$ cat src/shared/i2res_pkg.sv
// Constants, offsets and carrier types of the raw event status block.
// Assumes one 20 MHz system clock and a controller core on that clock.
// Functional notes
// - Raw status shows flags without any masking
// - Bit 13 master holds bus, both configs on
// - Bit 12 repeated start while slave addressed
// - No repeated-start flag in high-speed or start-byte
// - Bit 11 set on acknowledged broadcast call
// - Broadcast flag clears by disable or clear read
// - Broadcast call data go to receive buffer
// - Bit 10 set on any start or repeat
// - Bit 9 set on stop, per qualifying options
// - Control bit 7 limits slave stop to addressed
// - Broadcast call never qualifies addressed stop
// - Control bit 10 limits master stop to active
// - Bit 8 latches activity until cleared
// - Bit 7 set on slave-transmit missing acknowledge
// - Flags one when active, reset zero, 31:14 reserved
// - Masked status is raw and active-low mask
package i2res_pkg;

  localparam int unsigned AW = 8;
  localparam int unsigned DW = 32;
  localparam int unsigned FW = 14;

  // Register offsets
  localparam logic [AW-1:0] OFF_CTRL = 8'h00;
  localparam logic [AW-1:0] OFF_MSTAT = 8'h2c;
  localparam logic [AW-1:0] OFF_MASK = 8'h30;
  localparam logic [AW-1:0] OFF_RAW = 8'h34;
  localparam logic [AW-1:0] OFF_CLR_ALL = 8'h40;
  localparam logic [AW-1:0] OFF_CLR_ACT = 8'h5c;
  localparam logic [AW-1:0] OFF_CLR_GC = 8'h68;
  localparam logic [AW-1:0] OFF_ENABLE = 8'h6c;
  localparam logic [AW-1:0] OFF_CFG = 8'h80;

  // Status bit positions
  localparam int unsigned B_HOLD = 13;
  localparam int unsigned B_RSTRT = 12;
  localparam int unsigned B_GC = 11;
  localparam int unsigned B_START = 10;
  localparam int unsigned B_STOP = 9;
  localparam int unsigned B_ACT = 8;
  localparam int unsigned B_TXDONE = 7;
  localparam int unsigned B_LOW_TOP = 6;

  // Control and configuration field positions
  localparam int unsigned C_STOP_ADDR = 7;
  localparam int unsigned C_STOP_MACT = 10;
  localparam int unsigned G_DYN_TAR = 0;
  localparam int unsigned G_HOLD_EN = 1;
  localparam int unsigned G_RS_DET = 2;
  localparam int unsigned E_EN = 0;
  localparam int unsigned GC_CLR_BIT = 0;

  // Reset values
  localparam logic [FW-1:0] MASK_RST = 14'h08ff;
  localparam logic [10:0] CTRL_RST = 11'h000;
  localparam logic [2:0] CFG_RST = 3'h0;
  localparam logic [FW-1:0] FLAG_RST = 14'h0000;
  localparam logic [DW-1:0] RD_ZERO = 32'h0000_0000;

  // Events and levels from the controller core
  typedef struct packed {
    logic slave_mode;
    logic master_active;
    logic addr_match;
    logic gc_ack;
    logic slv_tx_nack;
    logic master_hold;
    logic hs_or_sbyte;
    logic core_busy;
  } i2res_core_s;

  // Register port request
  typedef struct packed {
    logic [AW-1:0] addr;
    logic [DW-1:0] wdata;
    logic wr;
    logic rd;
  } i2res_req_s;

  typedef enum logic {
    BUS_IDLE = 1'b0,
    BUS_BUSY = 1'b1
  } i2res_bus_e;

endpackage

$ cat src/rtl/i2res_status.sv
// Raw event status, mask, masked status and interrupt of a two-wire
// bus controller. Assumes the core reports its events on i_clk and
// that the bus lines arrive unsynchronised from the pads.
//
// Implementation choice: the plain strobed port.
`timescale 1ns/1ps
module i2res_status
  import i2res_pkg::*;
(
  // Clock and reset
  input wire logic i_clk,
  input wire logic i_rst_b,
  // Register port
  input wire i2res_req_s i_req,
  output logic [DW-1:0] o_rdata,
  // Bus lines from the pads
  input wire logic i_scl,
  input wire logic i_sda,
  // Controller core
  input wire i2res_core_s i_core,
  input wire logic [B_LOW_TOP:0] i_low_raw,
  // To the rest of the controller
  output logic o_enabled,
  output logic o_rx_store_en,
  output logic [FW-1:0] o_masked,
  output logic o_irq
);

  logic [1:0] scl_sync_q;
  logic [1:0] sda_sync_q;
  logic scl_prev_q;
  logic sda_prev_q;
  logic start_ev;
  logic stop_ev;
  i2res_bus_e bus_q;
  i2res_bus_e bus_d;
  logic restart_ev;

  logic [10:0] ctrl_q;
  logic [2:0] cfg_q;
  logic en_q;
  logic [FW-1:0] mask_q;
  logic [DW-1:0] rdata_q;

  logic addr_own_q;
  logic addr_gc_q;
  logic stop_ok;
  logic stop_slave_ok;
  logic stop_master_ok;
  logic rs_ok;
  logic hold_lvl;

  logic [B_RSTRT:B_TXDONE] flag_q;
  logic [B_RSTRT:B_TXDONE] set_vec;
  logic [B_RSTRT:B_TXDONE] clr_vec;
  logic [FW-1:0] raw;
  logic [FW-1:0] masked;
  logic [FW-1:0] masked_q;
  logic irq_q;

  logic set_rstrt;
  logic set_gc;
  logic set_start;
  logic set_stop;
  logic set_act;
  logic set_txdone;

  logic wr_hit_ctrl;
  logic wr_hit_cfg;
  logic wr_hit_en;
  logic wr_hit_mask;
  logic wr_hit_clr_all;
  logic rd_clr_all;
  logic rd_clr_act;
  logic rd_clr_gc;

  // Two flops on each pad line; only the second stage is read
  always_ff @(posedge i_clk) begin
    if (!i_rst_b) begin
      scl_sync_q <= 2'h3;
      sda_sync_q <= 2'h3;
    end else begin
      scl_sync_q <= {scl_sync_q[0], i_scl};
      sda_sync_q <= {sda_sync_q[0], i_sda};
    end
  end

  always_ff @(posedge i_clk) begin
    if (!i_rst_b) begin
      scl_prev_q <= 1'b1;
      sda_prev_q <= 1'b1;
    end else begin
      scl_prev_q <= scl_sync_q[1];
      sda_prev_q <= sda_sync_q[1];
    end
  end

  // Data edge while the clock line stays high marks start or stop
  assign start_ev = scl_prev_q & scl_sync_q[1] & sda_prev_q & ~sda_sync_q[1];
  assign stop_ev = scl_prev_q & scl_sync_q[1] & ~sda_prev_q & sda_sync_q[1];

  // A start seen while the bus is already busy is a repeated start
  assign restart_ev = start_ev & (bus_q == BUS_BUSY);

  always_comb begin
    bus_d = bus_q;
    case (bus_q)
      BUS_IDLE: begin
        if (start_ev) begin
          bus_d = BUS_BUSY;
        end
      end
      BUS_BUSY: begin
        if (stop_ev) begin
          bus_d = BUS_IDLE;
        end
      end
      default: begin
        bus_d = BUS_IDLE;
      end
    endcase
  end

  always_ff @(posedge i_clk) begin
    if (!i_rst_b) begin
      bus_q <= BUS_IDLE;
    end else begin
      bus_q <= bus_d;
    end
  end

  // Register decode
  assign wr_hit_ctrl = i_req.wr & (i_req.addr == OFF_CTRL);
  assign wr_hit_cfg = i_req.wr & (i_req.addr == OFF_CFG);
  assign wr_hit_en = i_req.wr & (i_req.addr == OFF_ENABLE);
  assign wr_hit_mask = i_req.wr & (i_req.addr == OFF_MASK);
  assign wr_hit_clr_all = i_req.wr & (i_req.addr == OFF_CLR_ALL);
  assign rd_clr_all = i_req.rd & (i_req.addr == OFF_CLR_ALL);
  assign rd_clr_act = i_req.rd & (i_req.addr == OFF_CLR_ACT);
  assign rd_clr_gc = i_req.rd & (i_req.addr == OFF_CLR_GC);

  always_ff @(posedge i_clk) begin
    if (!i_rst_b) begin
      ctrl_q <= CTRL_RST;
    end else if (wr_hit_ctrl) begin
      ctrl_q <= i_req.wdata[10:0];
    end
  end

  always_ff @(posedge i_clk) begin
    if (!i_rst_b) begin
      cfg_q <= CFG_RST;
    end else if (wr_hit_cfg) begin
      cfg_q <= i_req.wdata[2:0];
    end
  end

  always_ff @(posedge i_clk) begin
    if (!i_rst_b) begin
      en_q <= 1'b0;
    end else if (wr_hit_en) begin
      en_q <= i_req.wdata[E_EN];
    end
  end

  always_ff @(posedge i_clk) begin
    if (!i_rst_b) begin
      mask_q <= MASK_RST;
    end else if (wr_hit_mask) begin
      mask_q <= i_req.wdata[FW-1:0];
    end
  end

  // Which address qualified this transfer; a repeated start keeps the own-address match but clears the broadcast one
  always_ff @(posedge i_clk) begin
    if (!i_rst_b) begin
      addr_own_q <= 1'b0;
    end else if (i_core.addr_match) begin
      addr_own_q <= 1'b1;
    end else if (!en_q || stop_ev || (start_ev && !restart_ev)) begin
      addr_own_q <= 1'b0;
    end
  end

  always_ff @(posedge i_clk) begin
    if (!i_rst_b) begin
      addr_gc_q <= 1'b0;
    end else if (i_core.gc_ack) begin
      addr_gc_q <= 1'b1;
    end else if (!en_q || stop_ev || start_ev) begin
      addr_gc_q <= 1'b0;
    end
  end

  // Broadcast data land in the receive buffer like addressed data
  assign o_rx_store_en = en_q & (addr_own_q | addr_gc_q | i_core.gc_ack);

  // Slave stop: optionally only the own address qualifies, never broadcast
  assign stop_slave_ok = ~ctrl_q[C_STOP_ADDR] | addr_own_q;
  // Master stop: optionally only while the master is active
  assign stop_master_ok = ~ctrl_q[C_STOP_MACT] | i_core.master_active;
  assign stop_ok = i_core.slave_mode ? stop_slave_ok : stop_master_ok;

  // Before the address in high-speed or start-byte we are not addressed
  assign rs_ok = cfg_q[G_RS_DET] & i_core.slave_mode & addr_own_q
               & ~i_core.hs_or_sbyte;

  // Hold is a live level, not a latched event
  assign hold_lvl = en_q & cfg_q[G_DYN_TAR] & cfg_q[G_HOLD_EN] & i_core.master_hold;

  // Per-flag set terms
  assign set_rstrt = restart_ev & rs_ok;
  assign set_gc = i_core.gc_ack;
  assign set_start = start_ev;
  assign set_stop = stop_ev & stop_ok;
  // Busy keeps re-arming activity, so a clear only sticks once idle
  assign set_act = i_core.core_busy | (bus_q == BUS_BUSY) | start_ev;
  assign set_txdone = i_core.slv_tx_nack & i_core.slave_mode;

  always_comb begin
    set_vec = '0;
    set_vec[B_RSTRT] = set_rstrt;
    set_vec[B_GC] = set_gc;
    set_vec[B_START] = set_start;
    set_vec[B_STOP] = set_stop;
    set_vec[B_ACT] = set_act;
    set_vec[B_TXDONE] = set_txdone;
  end

  // Clear sources per flag; raw status reads are not among them
  always_comb begin
    clr_vec = '0;
    if (wr_hit_clr_all) begin
      clr_vec = i_req.wdata[B_RSTRT:B_TXDONE];
    end
    if (rd_clr_all) begin
      clr_vec = '1;
    end
    clr_vec[B_GC] = rd_clr_gc;
    clr_vec[B_ACT] = rd_clr_act | rd_clr_all;
  end

  // A set in the same cycle as a clear wins so no event is lost
  genvar gi;
  generate
    for (gi = B_TXDONE; gi <= B_RSTRT; gi++) begin : g_flag
      always_ff @(posedge i_clk) begin
        if (!i_rst_b) begin
          flag_q[gi] <= FLAG_RST[gi];
        end else if (!en_q) begin
          flag_q[gi] <= 1'b0;
        end else if (set_vec[gi]) begin
          flag_q[gi] <= 1'b1;
        end else if (clr_vec[gi]) begin
          flag_q[gi] <= 1'b0;
        end
      end
    end
  endgenerate

  // Unmasked view of every flag
  assign raw = {hold_lvl, flag_q, i_low_raw};
  // Mask is active low: a zero hides the event
  assign masked = raw & mask_q;

  // Registered: one cycle of interrupt latency traded for glitch-free levels
  always_ff @(posedge i_clk) begin
    if (!i_rst_b) begin
      masked_q <= FLAG_RST;
      irq_q <= 1'b0;
    end else begin
      masked_q <= masked;
      irq_q <= |masked;
    end
  end

  assign o_masked = masked_q;
  assign o_irq = irq_q;
  assign o_enabled = en_q;

  // Read data one cycle after the strobe; upper bits stay zero
  always_ff @(posedge i_clk) begin
    if (!i_rst_b) begin
      rdata_q <= RD_ZERO;
    end else if (i_req.rd) begin
      case (i_req.addr)
        OFF_RAW: begin
          rdata_q <= {{(DW-FW){1'b0}}, raw};
        end
        OFF_MSTAT: begin
          rdata_q <= {{(DW-FW){1'b0}}, masked};
        end
        OFF_MASK: begin
          rdata_q <= {{(DW-FW){1'b0}}, mask_q};
        end
        OFF_CTRL: begin
          rdata_q <= {21'h00_0000, ctrl_q};
        end
        OFF_CFG: begin
          rdata_q <= {29'h0000_0000, cfg_q};
        end
        OFF_ENABLE: begin
          rdata_q <= {31'h0000_0000, en_q};
        end
        OFF_CLR_ALL: begin
          rdata_q <= {31'h0000_0000, |raw};
        end
        OFF_CLR_ACT: begin
          rdata_q <= {31'h0000_0000, flag_q[B_ACT]};
        end
        OFF_CLR_GC: begin
          rdata_q <= {31'h0000_0000, flag_q[B_GC]};
        end
        default: begin
          rdata_q <= RD_ZERO;
        end
      endcase
    end else begin
      rdata_q <= RD_ZERO;
    end
  end

  assign o_rdata = rdata_q;

endmodule

$ cat config.mk
export PLATFORM = sky130hd
export DESIGN_NAME = i2res_status
export DESIGN_NICKNAME = d
export VERILOG_FILES = /design/src/shared/i2res_pkg.sv /design/src/rtl/i2res_status.sv
export SDC_FILE = /design/constraint.sdc
export NUM_CORES = 1
export LEC_CHECK = 0
export BUFFER_PORTS_ARGS = -buffer_cell sky130_fd_sc_hd__buf_4
export CORE_MARGIN = 8
export CORE_UTILIZATION = 54
export CTS_CLUSTER_DIAMETER = 40
export DETAILED_ROUTE_END_ITERATION = 8
export GPL_TIMING_DRIVEN = 0
export HOLD_SLACK_MARGIN = 0.05
export MAX_ROUTING_LAYER = met4
export PLACE_DENSITY = 0.85
export SYNTH_ARGS = -nofsm -noshare
export SYNTH_HDL_FRONTEND = slang
export SYNTH_SLANG_ARGS = --single-unit
export TNS_END_PERCENT = 50
$ cat constraint.sdc
create_clock -name i_clk -period 4.5 [get_ports i_clk]
set_input_delay 0.45 -clock i_clk [delete_from_list [all_inputs] [get_ports i_clk]]
set_output_delay 0.45 -clock i_clk [all_outputs]
set_load 0.05 [all_outputs]
==> results.md, run 1 <==
* GRT overflow at 0
* Layout Nets at between 500 and 600
* Clock buffer depth at 2
* Clock slew at reported path FFs at around 0.070 ns
* Fmax at just under 0.5 GHz
* Ports at 110
* CTS tree: done
* ANT cells at 0
* Most common cell after layout, fill and taps aside: buf_4
* Max-cap viol count at 0
* Port Buffers at 70
* Critical path endpoint: o_rdata[1]$_SDFF_PN0_
* Area of the mapped netlist at ~0.0032 mm²
* Initial antenna violation count at 0
* Critical Path Slowest Stage Cell: nor4_2
* Status: finished clean
* Main synth FF type: dfxtp_1
* Worst Path Required at ~4.8 ns
* Rel. slew slack at roughly 54%
* Area leader, netlist: dfxtp_1
* Post CTS Setup Buffer Count at 0
* First-pass DRT Iterations at 6
* R2R setup slack at 2.77 ns
* Setup TNS at 0 ns
* Post-CTS Resized at 0
* Core area at between 0.005 and 0.006 mm²
* Share of cells above drive strength 1 at between 20% and 30%
* Worst flop-to-flop path endpoint: o_rdata[0]$_SDFF_PN0_
* Static leakage at ~1.8 nW
* Hold-fix buffers, CTS at 0
* Synth Register Bits at 73
* Clk root buf: clkbuf_8
* Max-slew violation count at 0
* Clk sinks at between 70 and 80
* Via count at 3111
* Endpoints failing setup at 0
* CP dominant cell by count: buf_4
* Seq/Total Area, Yosys at around 45%
* Unique masters post-synth at just under 50
* Asr flop ratio synth at 0%
* Global-route wire length before repair at about 15000 µm
* RSZ-0062 raised after global routing: no
* Vias per cell at around 5.8
* Synth warn at 0
* Routed WL at about 9600 µm
* Top cells by area, synth: dfxtp_1 45%, nand3_1 6.7%, nand2_1 4.8%
* CP max FO at 10
* Hold Slack at 0.294 ns
* PwrDens at approximately 320 mW/mm²
* Critical R2R Launch: flag_q[12]$_SDFFE_PN0P_
* CP Buf/Inv Count at 3
* Largest net degree at the start of global routing at 12
* Hold Crit Class: in2reg
* Reg2Reg Depth at 5
* Synth Area per Inst at around 9.0 µm²
* Die footprint at between 0.008 and 0.009 mm²
* Critical path class: in2reg
* CP arrival at 2.29 ns
* Most frequent cells in the layout: 90 x buf_4, 73 x dfxtp_1, 43 x nand3_1
* First DRT Iteration DRCs at between 400 and 500
* Drt wl/cell at around 18 µm
* Hold Vio Cnt, Final at 0
* Clk_lat worst skew at 0.34 ns
* Routability cong. at ~0.98
* CP max stage delay at 0.46 ns
* Die Span Y at a little over 90 µm
* Number of H-tree levels at 3
* Starting Density at 55.3%
* CP Capture Type: flip-flop
* DP HPWL at 7120 µm
* Vias in the first global route at 3153
* CP startpoint: i_req[35]
* EDFF count, synth at 0
* Post-route ant nets at 0
* Mapped Cells at about 360
* Crit-path cells: buf_4 -> or3b_1 -> buf_4 -> nor4_2 -> buf_2 -> a222oi_1 -> a21oi_1
* Instance count on the critical path at 7
* Die width at ~93 µm
* Site Rows at 28
* Worst-margin pin slew at 0.695 ns
* Minimum clock period at 2.03 ns
* GRT Resource Usage Total at a little under a quarter
* CTS Buf Count at 9
* Tcrit/Tclk final at approximately 45%
* DRC at 0
* Worst Setup Start Kind: input pin
* Synth-to-layout area growth at 26.8%
* Fin Clk Skew at roughly 0.0065 ns
* IR Drop Worst-Case VDD at 0.000232 V
* Critical path's top delay family: simple AND/OR/NAND/NOR gates
* Yosys top cell area share at 45.2%
cell usage after synthesis (all sizes together) (2+ instances only):
cell type	instances
a21boi	21
a21o	13
a21oi	14
a221oi	2
a222oi	11
a22oi	7
a31oi	2
and3	14
buf	28
clkbuf	12
dfxtp	73
inv	3
nand2	41
nand2b	8
nand3	43
nand4	2
nand4b	2
nor2	21
nor2b	4
nor3	3
nor3b	2
nor4	5
o21ai	7
or3	5
area by class of cell:
class	instances	area (µm²)
sequential	73	1460
clock inverter	4	45.0
clock buffer	10	138
fill	486	1750
inverter	3	11.3
multi-input combinational	260	1580
timing repair buffer	70	526
tap	75	93.8
buffer	40	248
per-layer routing:
layer / wire length (µm) / global-route usage, % / up-vias
met3: 955 / 5.69 / 32
met5: 0 / - / -
met2: 4500 / 36.4 / 183
met4: 314 / 12.3 / 0
li1: - / - / 1461
met1: 3780 / 26.1 / 1435
report_power, final:
| part | leakage [nW] | internal (W) | switching, W |
|---|---|---|---|
| Combinational | 1.11 | 0.0000563 | 0.0000993 |
| Sequential | 0.592 | 0.000654 | 0.00000360 |
| Clock | 0.0978 | 0.000262 | 0.000228 |
| Total | 1.80 | 0.000972 | 0.000331 |
flip-flops by register name, summed over array words and instances (netlist names):
signal,cells
o_enabled,1
cfg_q,3
sda_sync_q,2
mask_q,14
scl_sync_q,2
addr_gc_q,1
o_rdata,14
bus_q,1
o_masked,14
ctrl_q,11
flag_q,6
sda_prev_q,1
scl_prev_q,1
addr_own_q,1
o_irq,1
cell families after synthesis:
family                 Yosys count  synth area share, %
AND/OR/NAND/NOR                157                 26.8
AO/OA/AOI/OAI                   84                 19.5
flip-flops                      73                 45.2
buffers and inverters           43                 8.01
multiplexers                     1                0.309
other                            1                0.116
worst min-delay path by stage:
stage / cells past startpoint / from / end / slack, ns
2_1_floorplan: 1 / scl_sync_q[0]$_SDFF_PN1_ / scl_sync_q[1]$_SDFF_PN1_ / 0.39
3_3_place_gp: 1 / sda_sync_q[0]$_SDFF_PN1_ / sda_sync_q[1]$_SDFF_PN1_ / 0.39
3_5_place_dp: 1 / sda_sync_q[0]$_SDFF_PN1_ / sda_sync_q[1]$_SDFF_PN1_ / 0.40
4_1_cts: 2 / i_scl / scl_sync_q[0]$_SDFF_PN1_ / 0.30
5_1_grt: 2 / i_scl / scl_sync_q[0]$_SDFF_PN1_ / 0.29
6_report: 2 / i_scl / scl_sync_q[0]$_SDFF_PN1_ / 0.29
stage by stage:
stage / setup slack (ns) / power (W) / util (%) / std cells / instance area, µm²
2_1_floorplan: 2.68 / 0.000768 / - / 376 / 3300
3_3_place_gp: 2.21 / 0.000824 / 67.0 / 521 / 3920
3_5_place_dp: 2.20 / 0.000825 / 67.0 / 521 / 3920
4_1_cts: 2.53 / 0.00130 / 70.1 / 535 / 4100
5_1_grt: 2.44 / 0.00134 / 70.1 / 535 / 4100
6_report: 2.47 / 0.00130 / 70.1 / 535 / 4100
No activity file was read; power rests on OpenSTA's default activity.
==> run 2: changes to the inputs <==
CORE_UTILIZATION = 50   (was 54)
PLACE_DENSITY = 0.8   (was 0.85)
clock period = 2.05 ns   (was 4.5 ns; I/O delays follow)
==> run 2 against run 1 <==
  * Sequential share of layout area is 0.30 points lower
  * Power grew 120%
  * Non-clock buffer count is 2 higher
  * Die area rose by 6.6%
  * Setup slack lost 2.2 ns
  * Combinational power is 120% higher
==> results.md, run 2 (synthesized netlist as in run 1, its figures left out) <==
* Initial antenna violation count at 0 (unchanged)
* Minimum clock period at 1.75 ns
* Tcrit/Tclk final at between 80 and 90%
* CP dominant cell by count: buf_4 (unchanged)
* Placed cells at 523 (was 521)
* Max-cap viol count at 0 (unchanged)
* Finished Layout Cells at 541 (was 535)
* Vias per cell at 5.73 (was 5.81)
* Clk root buf: clkbuf_8 (unchanged)
* Routability cong. at 0.925 (was 0.982)
* Max-slew violation count at 0 (unchanged)
* Clock buffer depth at 2 (unchanged)
* Share of cells above drive strength 1 at 28.9% (about the same)
* Die Span Y at 96.4 µm (was 93.4 µm)
* GRT overflow at 0 (unchanged)
* Routed length on met1 at 4170 µm (was 3780 µm)
* Port Buffers at 70 (unchanged)
* DR WL met2 at 4680 µm (was 4500 µm)
* CP max stage delay at 0.45 ns (was 0.46 ns)
* Critical path's top delay family: simple AND/OR/NAND/NOR gates (unchanged)
* CP Capture Type: flip-flop (unchanged)
* Synth-to-layout area growth at 27.9% (was 26.8%)
* Routed WL at 9970 µm (was 9550 µm)
* Vias in the first global route at 3096 (was 3153)
* Worst Path Required at 2.33 ns (was 4.76 ns)
* Fmax at roughly 0.57 GHz
* # fillers at 540 (was 486)
* Area of the multi-input gates at 0.00158 mm² (unchanged)
* Top sig layer: met4 (unchanged)
* Post-CTS Resized at 0 (unchanged)
* Setup TNS at 0 ns (unchanged)
* RSZ-0062 raised after global routing: no (unchanged)
* Post CTS Setup Buffer Count at 0 (unchanged)
* PwrDens at 703 mW/mm² (was 318 mW/mm²)
* Most common cell after layout, fill and taps aside: buf_4 (unchanged)
* Starting Density at 51.2% (was 55.3%)
* Clk sinks at 73 (unchanged)
* First-pass DRT Iterations at 6 (unchanged)
* Rel. slew slack at 53.2% (was 53.6%)
* Ports at 110 (unchanged)
* Largest net degree at the start of global routing at 14 (was 12)
* Global-route wire length before repair at 15700 µm (was 15400 µm)
* Worst-margin pin slew at 0.702 ns (was 0.695 ns)
* Critical Path Slowest Stage Cell: nor4_2 (unchanged)
* Via count at 3099 (was 3111)
* CTS Buf Count at 9 (unchanged)
* Worst Setup Start Kind: input pin (unchanged)
* Static leakage at 1.81 nW (was 1.80 nW)
* Critical path class: in2reg (unchanged)
* Endpoints failing setup at 0 (unchanged)
* Clock slew at reported path FFs at 0.08 ns (was 0.07 ns)
* Hold Vio Cnt, Final at 0 (unchanged)
* Core area at 0.00631 mm² (was 0.00585 mm²)
* DRC at 0 (unchanged)
* Crit-path cells: buf_4 -> or3b_1 -> buf_4 -> nor4_2 -> buf_2 -> a222oi_1 -> a21oi_1 (unchanged)
* Die width at 96.4 µm (was 93.4 µm)
* Hold Crit Class: in2reg (unchanged)
* Clk_lat worst skew at 0.36 ns (was 0.34 ns)
* IR Drop Worst-Case VDD at 0.000504 V (was 0.000232 V)
* Register area at 0.00146 mm² (unchanged)
* Die footprint at 0.00930 mm² (was 0.00872 mm²)
* Pwr Total at 0.00291 W (was 0.00130 W)
* CP arrival at 2.03 ns (was 2.29 ns)
* Site Rows at 29 (was 28)
* Fin Clk Skew at 0.00434 ns (was 0.00649 ns)
* ANT cells at 0 (unchanged)
* CTS tree: done (unchanged)
* Status: finished clean (unchanged)
* CP max FO at 10 (unchanged)
* First DRT Iteration DRCs at 343 (was 402)
* WL met3 at 880 µm (was 955 µm)
* CP Buf/Inv Count at 3 (unchanged)
* Post-route ant nets at 0 (unchanged)
* Layout Nets at 520 (was 518)
* DP HPWL at 7310 µm (was 7120 µm)
* Number of H-tree levels at 3 (unchanged)
* GRT Resource Usage Total at 23.0% (about the same)
* Hold-fix buffers, CTS at 2 (was 0)
* Most frequent cells in the layout: 90 x buf_4, 73 x dfxtp_1, 43 x nand3_1 (unchanged)
* Drt wl/cell at 18.4 µm (was 17.9 µm)
[run 2: final cells by class]
cell class | instances | area share, %
buffer | 40 | 5.99
tap | 77 | 2.33
clock inverter | 6 | 1.63
sequential | 73 | 35.3
inverter | 3 | 0.272
timing repair buffer | 72 | 13.2
multi-input combinational | 260 | 38.2
clock buffer | 10 | 3.09
[run 2: final timing paths]
check	start	end	slack, ns	cells past startpoint
worst max-delay path	i_req[35]	o_rdata[2]$_SDFF_PN0_	0.30	7
worst min-delay path	i_core[5]	addr_own_q$_SDFFE_PN0P_	0.06	2
worst max register to register	flag_q[12]$_SDFFE_PN0P_	o_rdata[0]$_SDFF_PN0_	0.36	5
worst min register to register	scl_sync_q[0]$_SDFF_PN1_	scl_sync_q[1]$_SDFF_PN1_	0.41	1
[run 2: worst reg2reg max path, delay by kind of cell (launching register included)]
| family | cells | cell delay (ns) |
|---|---|---|
| flops | 1 | 0.37 |
| compound gates | 1 | 0.09 |
| simple gates | 4 | 1.09 |
[run 2: report_power, final]
group | total (W) | internal (W) | switching [W]
Clock | 0.00112 | 0.000566 | 0.000550
Sequential | 0.00144 | 0.00143 | 0.00000790
Combinational | 0.000349 | 0.000126 | 0.000223
[run 2: metrics by stage]
stage          hold WS, ns  instance area (µm²)  utilization, %  worst slack, ns
2_1_floorplan        0.306                 3300               -            0.472
3_3_place_gp         0.390                 3920            62.1           0.0390
3_5_place_dp         0.398                 3920            62.1          -0.0211
4_1_cts             0.0634                 4140            65.5            0.324
5_1_grt             0.0694                 4140            65.5            0.227
6_report            0.0639                 4140            65.5            0.299
[run 2: routing by layer]
layer  up-vias  global-route usage, %
met5         -                      -
met2       158                   33.5
met4         0                   11.5
met1      1444                   29.7
met3        26                   4.64
li1       1471                      -
==> run 3: changes to the inputs <==
clock period = 1.7 ns   (was 2.05 ns; I/O delays follow)
==> run 3 against run 2 <==
  * Power is 20% higher
  * Final cell count is 0.18% higher
  * Count of clock-buffer cells in the layout stayed put
  * Utilization is 0.44 points higher
  * Largest power group unchanged
  * Register-to-register slack worse by 0.29 ns
  * Sequential share of layout area is 0.14 points lower
  * Via count hardly changed
  * Critical endpoint is now o_rdata[0]$_SDFF_PN0_
==> results.md, run 3 (synthesized netlist as in run 1, its figures left out) <==
* # fillers at 537 (was 540)
* Post-place instance area at 0.00392 mm² (unchanged)
* R2R setup slack at 0.07 ns (was 0.36 ns)
* WHS Path Cells at 3 (was 2)
* ANT cells at 0 (unchanged)
* Clock buffer depth at 2 (unchanged)
* Minimum clock period at around 1.6 ns
* Final Core Density at 65.9% (was 65.5%)
* First-pass DRT Iterations at 6 (unchanged)
* Reg2Reg Depth at 5 (unchanged)
* Setup TNS at 0 ns (unchanged)
* CP max FO at 6 (was 10)
* Busiest grt layer: met2 (unchanged)
* Place WS at -0.336 ns (was -0.0211 ns)
* Clk_lat worst skew at 0.35 ns (was 0.36 ns)
* Fin Clk Skew at 0.00445 ns (was 0.00434 ns)
* Met3 global-route usage at 4.64% (unchanged)
* CTS Buf Count at 9 (unchanged)
* CTS tree: done (unchanged)
* Critical path class: reg2reg (was in2reg)
* PwrDens at 841 mW/mm² (was 703 mW/mm²)
* Die Span Y at 96.4 µm (unchanged)
* Max-slew violation count at 0 (unchanged)
* Ports at 110 (unchanged)
* Synth-to-layout area growth at 28.7% (was 27.9%)
* Worst Setup Start Kind: flip-flop (was input pin)
* Core area at 0.00631 mm² (unchanged)
* GRT Resource Usage Total at 23.1% (was 23.0%)
* Finished Layout Cells at 542 (was 541)
* Max-cap viol count at 0 (unchanged)
* Hold_sp: i_req[13] (was i_core[5])
* Share of cells above drive strength 1 at 29.2% (was 28.9%)
* Number of H-tree levels at 3 (unchanged)
* GRT overflow at 0 (unchanged)
* Most frequent cells in the layout: 90 x buf_4, 72 x dfxtp_1, 43 x nand3_1 (was 90 x buf_4, 73 x dfxtp_1, 43 x nand3_1)
* Clock slew at reported path FFs at 0.07 ns (was 0.08 ns)
* Rel. slew slack at 52.6% (was 53.2%)
* Met2 GRT Util at 33.7% (was 33.5%)
* Clk sinks at 73 (unchanged)
* Tcrit/Tclk final at 96.1%
* Port Buffers at 70 (unchanged)
* Worst-margin pin slew at 0.711 ns (was 0.702 ns)
* Global-route wire length before repair at 15700 µm (about the same)
* Via count at 3102 (was 3099)
* Status: finished clean (unchanged)
* Area of the multi-input gates at 0.00159 mm² (was 0.00158 mm²)
* First DRT Iteration DRCs at 328 (was 343)
* Site Rows at 29 (unchanged)
* Met1 Resource Use GR at 29.7% (unchanged)
* Critical R2R Launch: flag_q[12]$_SDFFE_PN0P_ (unchanged)
* Part of the power in registers at 49.6% (about the same)
* Switching power at 0.000938 W (was 0.000780 W)
* Hold Vio Cnt, Final at 0 (unchanged)
* Fmax at a little over 0.6 GHz
* Layout Nets at 521 (was 520)
* DP HPWL at 7310 µm (unchanged)
* Hold Path Sink: mask_q[11]$_SDFFE_PN1P_ (was addr_own_q$_SDFFE_PN0P_)
* CP arrival at 1.84 ns (was 2.03 ns)
* CP Capture Type: flip-flop (unchanged)
* Hold Crit Class: in2reg (unchanged)
* Fin worst setup slack at 0.0671 ns (was 0.299 ns)
* Endpoints failing setup at 0 (unchanged)
* Die footprint at 0.00930 mm² (unchanged)
* Drt wl/cell at 18.4 µm (about the same)
* DRC at 0 (unchanged)
* Worst Path Required at 1.91 ns (was 2.33 ns)
* Register area at 0.00147 mm² (was 0.00146 mm²)
* IR Drop Worst-Case VDD at 0.000635 V (was 0.000504 V)
* Routability cong. at 0.925 (unchanged)
* Starting Density at 51.2% (unchanged)
* Final instance area at 0.00416 mm² (was 0.00414 mm²)
* RSZ-0062 raised after global routing: no (unchanged)
* Most common cell after layout, fill and taps aside: buf_4 (unchanged)
* Sw frac at 26.8% (about the same)
* Static leakage at 1.82 nW (was 1.81 nW)
* Die width at 96.4 µm (unchanged)
* Post-route ant nets at 0 (unchanged)
* Vias in the first global route at 3105 (was 3096)
* Vias per cell at 5.72 (was 5.73)
* Worst flop-to-flop path endpoint: o_rdata[0]$_SDFF_PN0_ (unchanged)
* Clk root buf: clkbuf_8 (unchanged)
* Routed WL at 9990 µm (was 9970 µm)
* Placed cells at 523 (unchanged)
* Int Pwr at 0.00256 W (was 0.00213 W)
* Largest net degree at the start of global routing at 14 (unchanged)
* Initial antenna violation count at 0 (unchanged)
* Clock share of power at 38.3% (was 38.4%)
* Comb pwr share at 12.1% (was 12.0%)
## run 3: metal layers
layer	up-vias	routed length, µm	share of wire, %
li1	1471	-	-
met1	1450	4280	43
met2	160	4690	47
met3	21	797	8.0
met4	0	219	2.2
met5	-	0	0
## run 3: power by group through the flow
stage	Clock (W)	Sequential, W	Combinational [W]
after floorplan	0	0.00181	0.000219
after global placement	0	0.00178	0.000408
after detailed placement	0	0.00178	0.000410
after CTS	0.00135	0.00174	0.000416
after global routing	0.00145	0.00174	0.000447
final	0.00134	0.00174	0.000425
## run 3: final cells by class
type,instances,area share [%]
flip-flops and latches,73,35.2
well taps,77,2.31
repair buffers,73,13.3
clock inverters,6,1.62
plain buffers,40,5.95
multi-input cells,260,38.2
clock buffers,10,3.07
inverters,3,0.271
## run 3: stage by stage
| stage | power (W) | hold WS [ns] |
|---|---|---|
| 2_1_floorplan | 0.00203 | 0.271 |
| 3_3_place_gp | 0.00219 | 0.355 |
| 3_5_place_dp | 0.00219 | 0.365 |
| 4_1_cts | 0.00351 | 0.0508 |
| 5_1_grt | 0.00364 | 0.0598 |
| 6_report | 0.00350 | 0.0585 |
## run 3: worst max-delay path by stage
stage / start / endpoint / slack [ns] / cells past startpoint
2_1_floorplan: i_req[40] / o_rdata[4]$_SDFF_PN0_ / 0.16 / 7
3_3_place_gp: i_req[35] / o_rdata[2]$_SDFF_PN0_ / -0.28 / 7
3_5_place_dp: i_req[35] / o_rdata[2]$_SDFF_PN0_ / -0.34 / 7
4_1_cts: i_req[35] / o_rdata[2]$_SDFF_PN0_ / 0.009 / 7
5_1_grt: i_req[35] / mask_q[9]$_SDFFE_PN0P_ / 0.003 / 7
6_report: flag_q[12]$_SDFFE_PN0P_ / o_rdata[0]$_SDFF_PN0_ / 0.07 / 5
## run 3: worst max-delay path, cell delays in order (launching register included)
cell and delay, ns:
dfxtp_4 0.37, or4b_2 0.67, nor3_2 0.12, nand4_1 0.11, nand3_1 0.13, a31oi_1 0.10
## run 3: timing repair
| item | CTS | global route |
|---|---|---|
| hold buffers | 3 | 0 |
| endpoints found under the hold margin | 3 | 0 |
| setup endpoints to repair | 0 | 4 |
| resized for setup | 0 | 4 |
| buffers inserted | 0 | 0 |
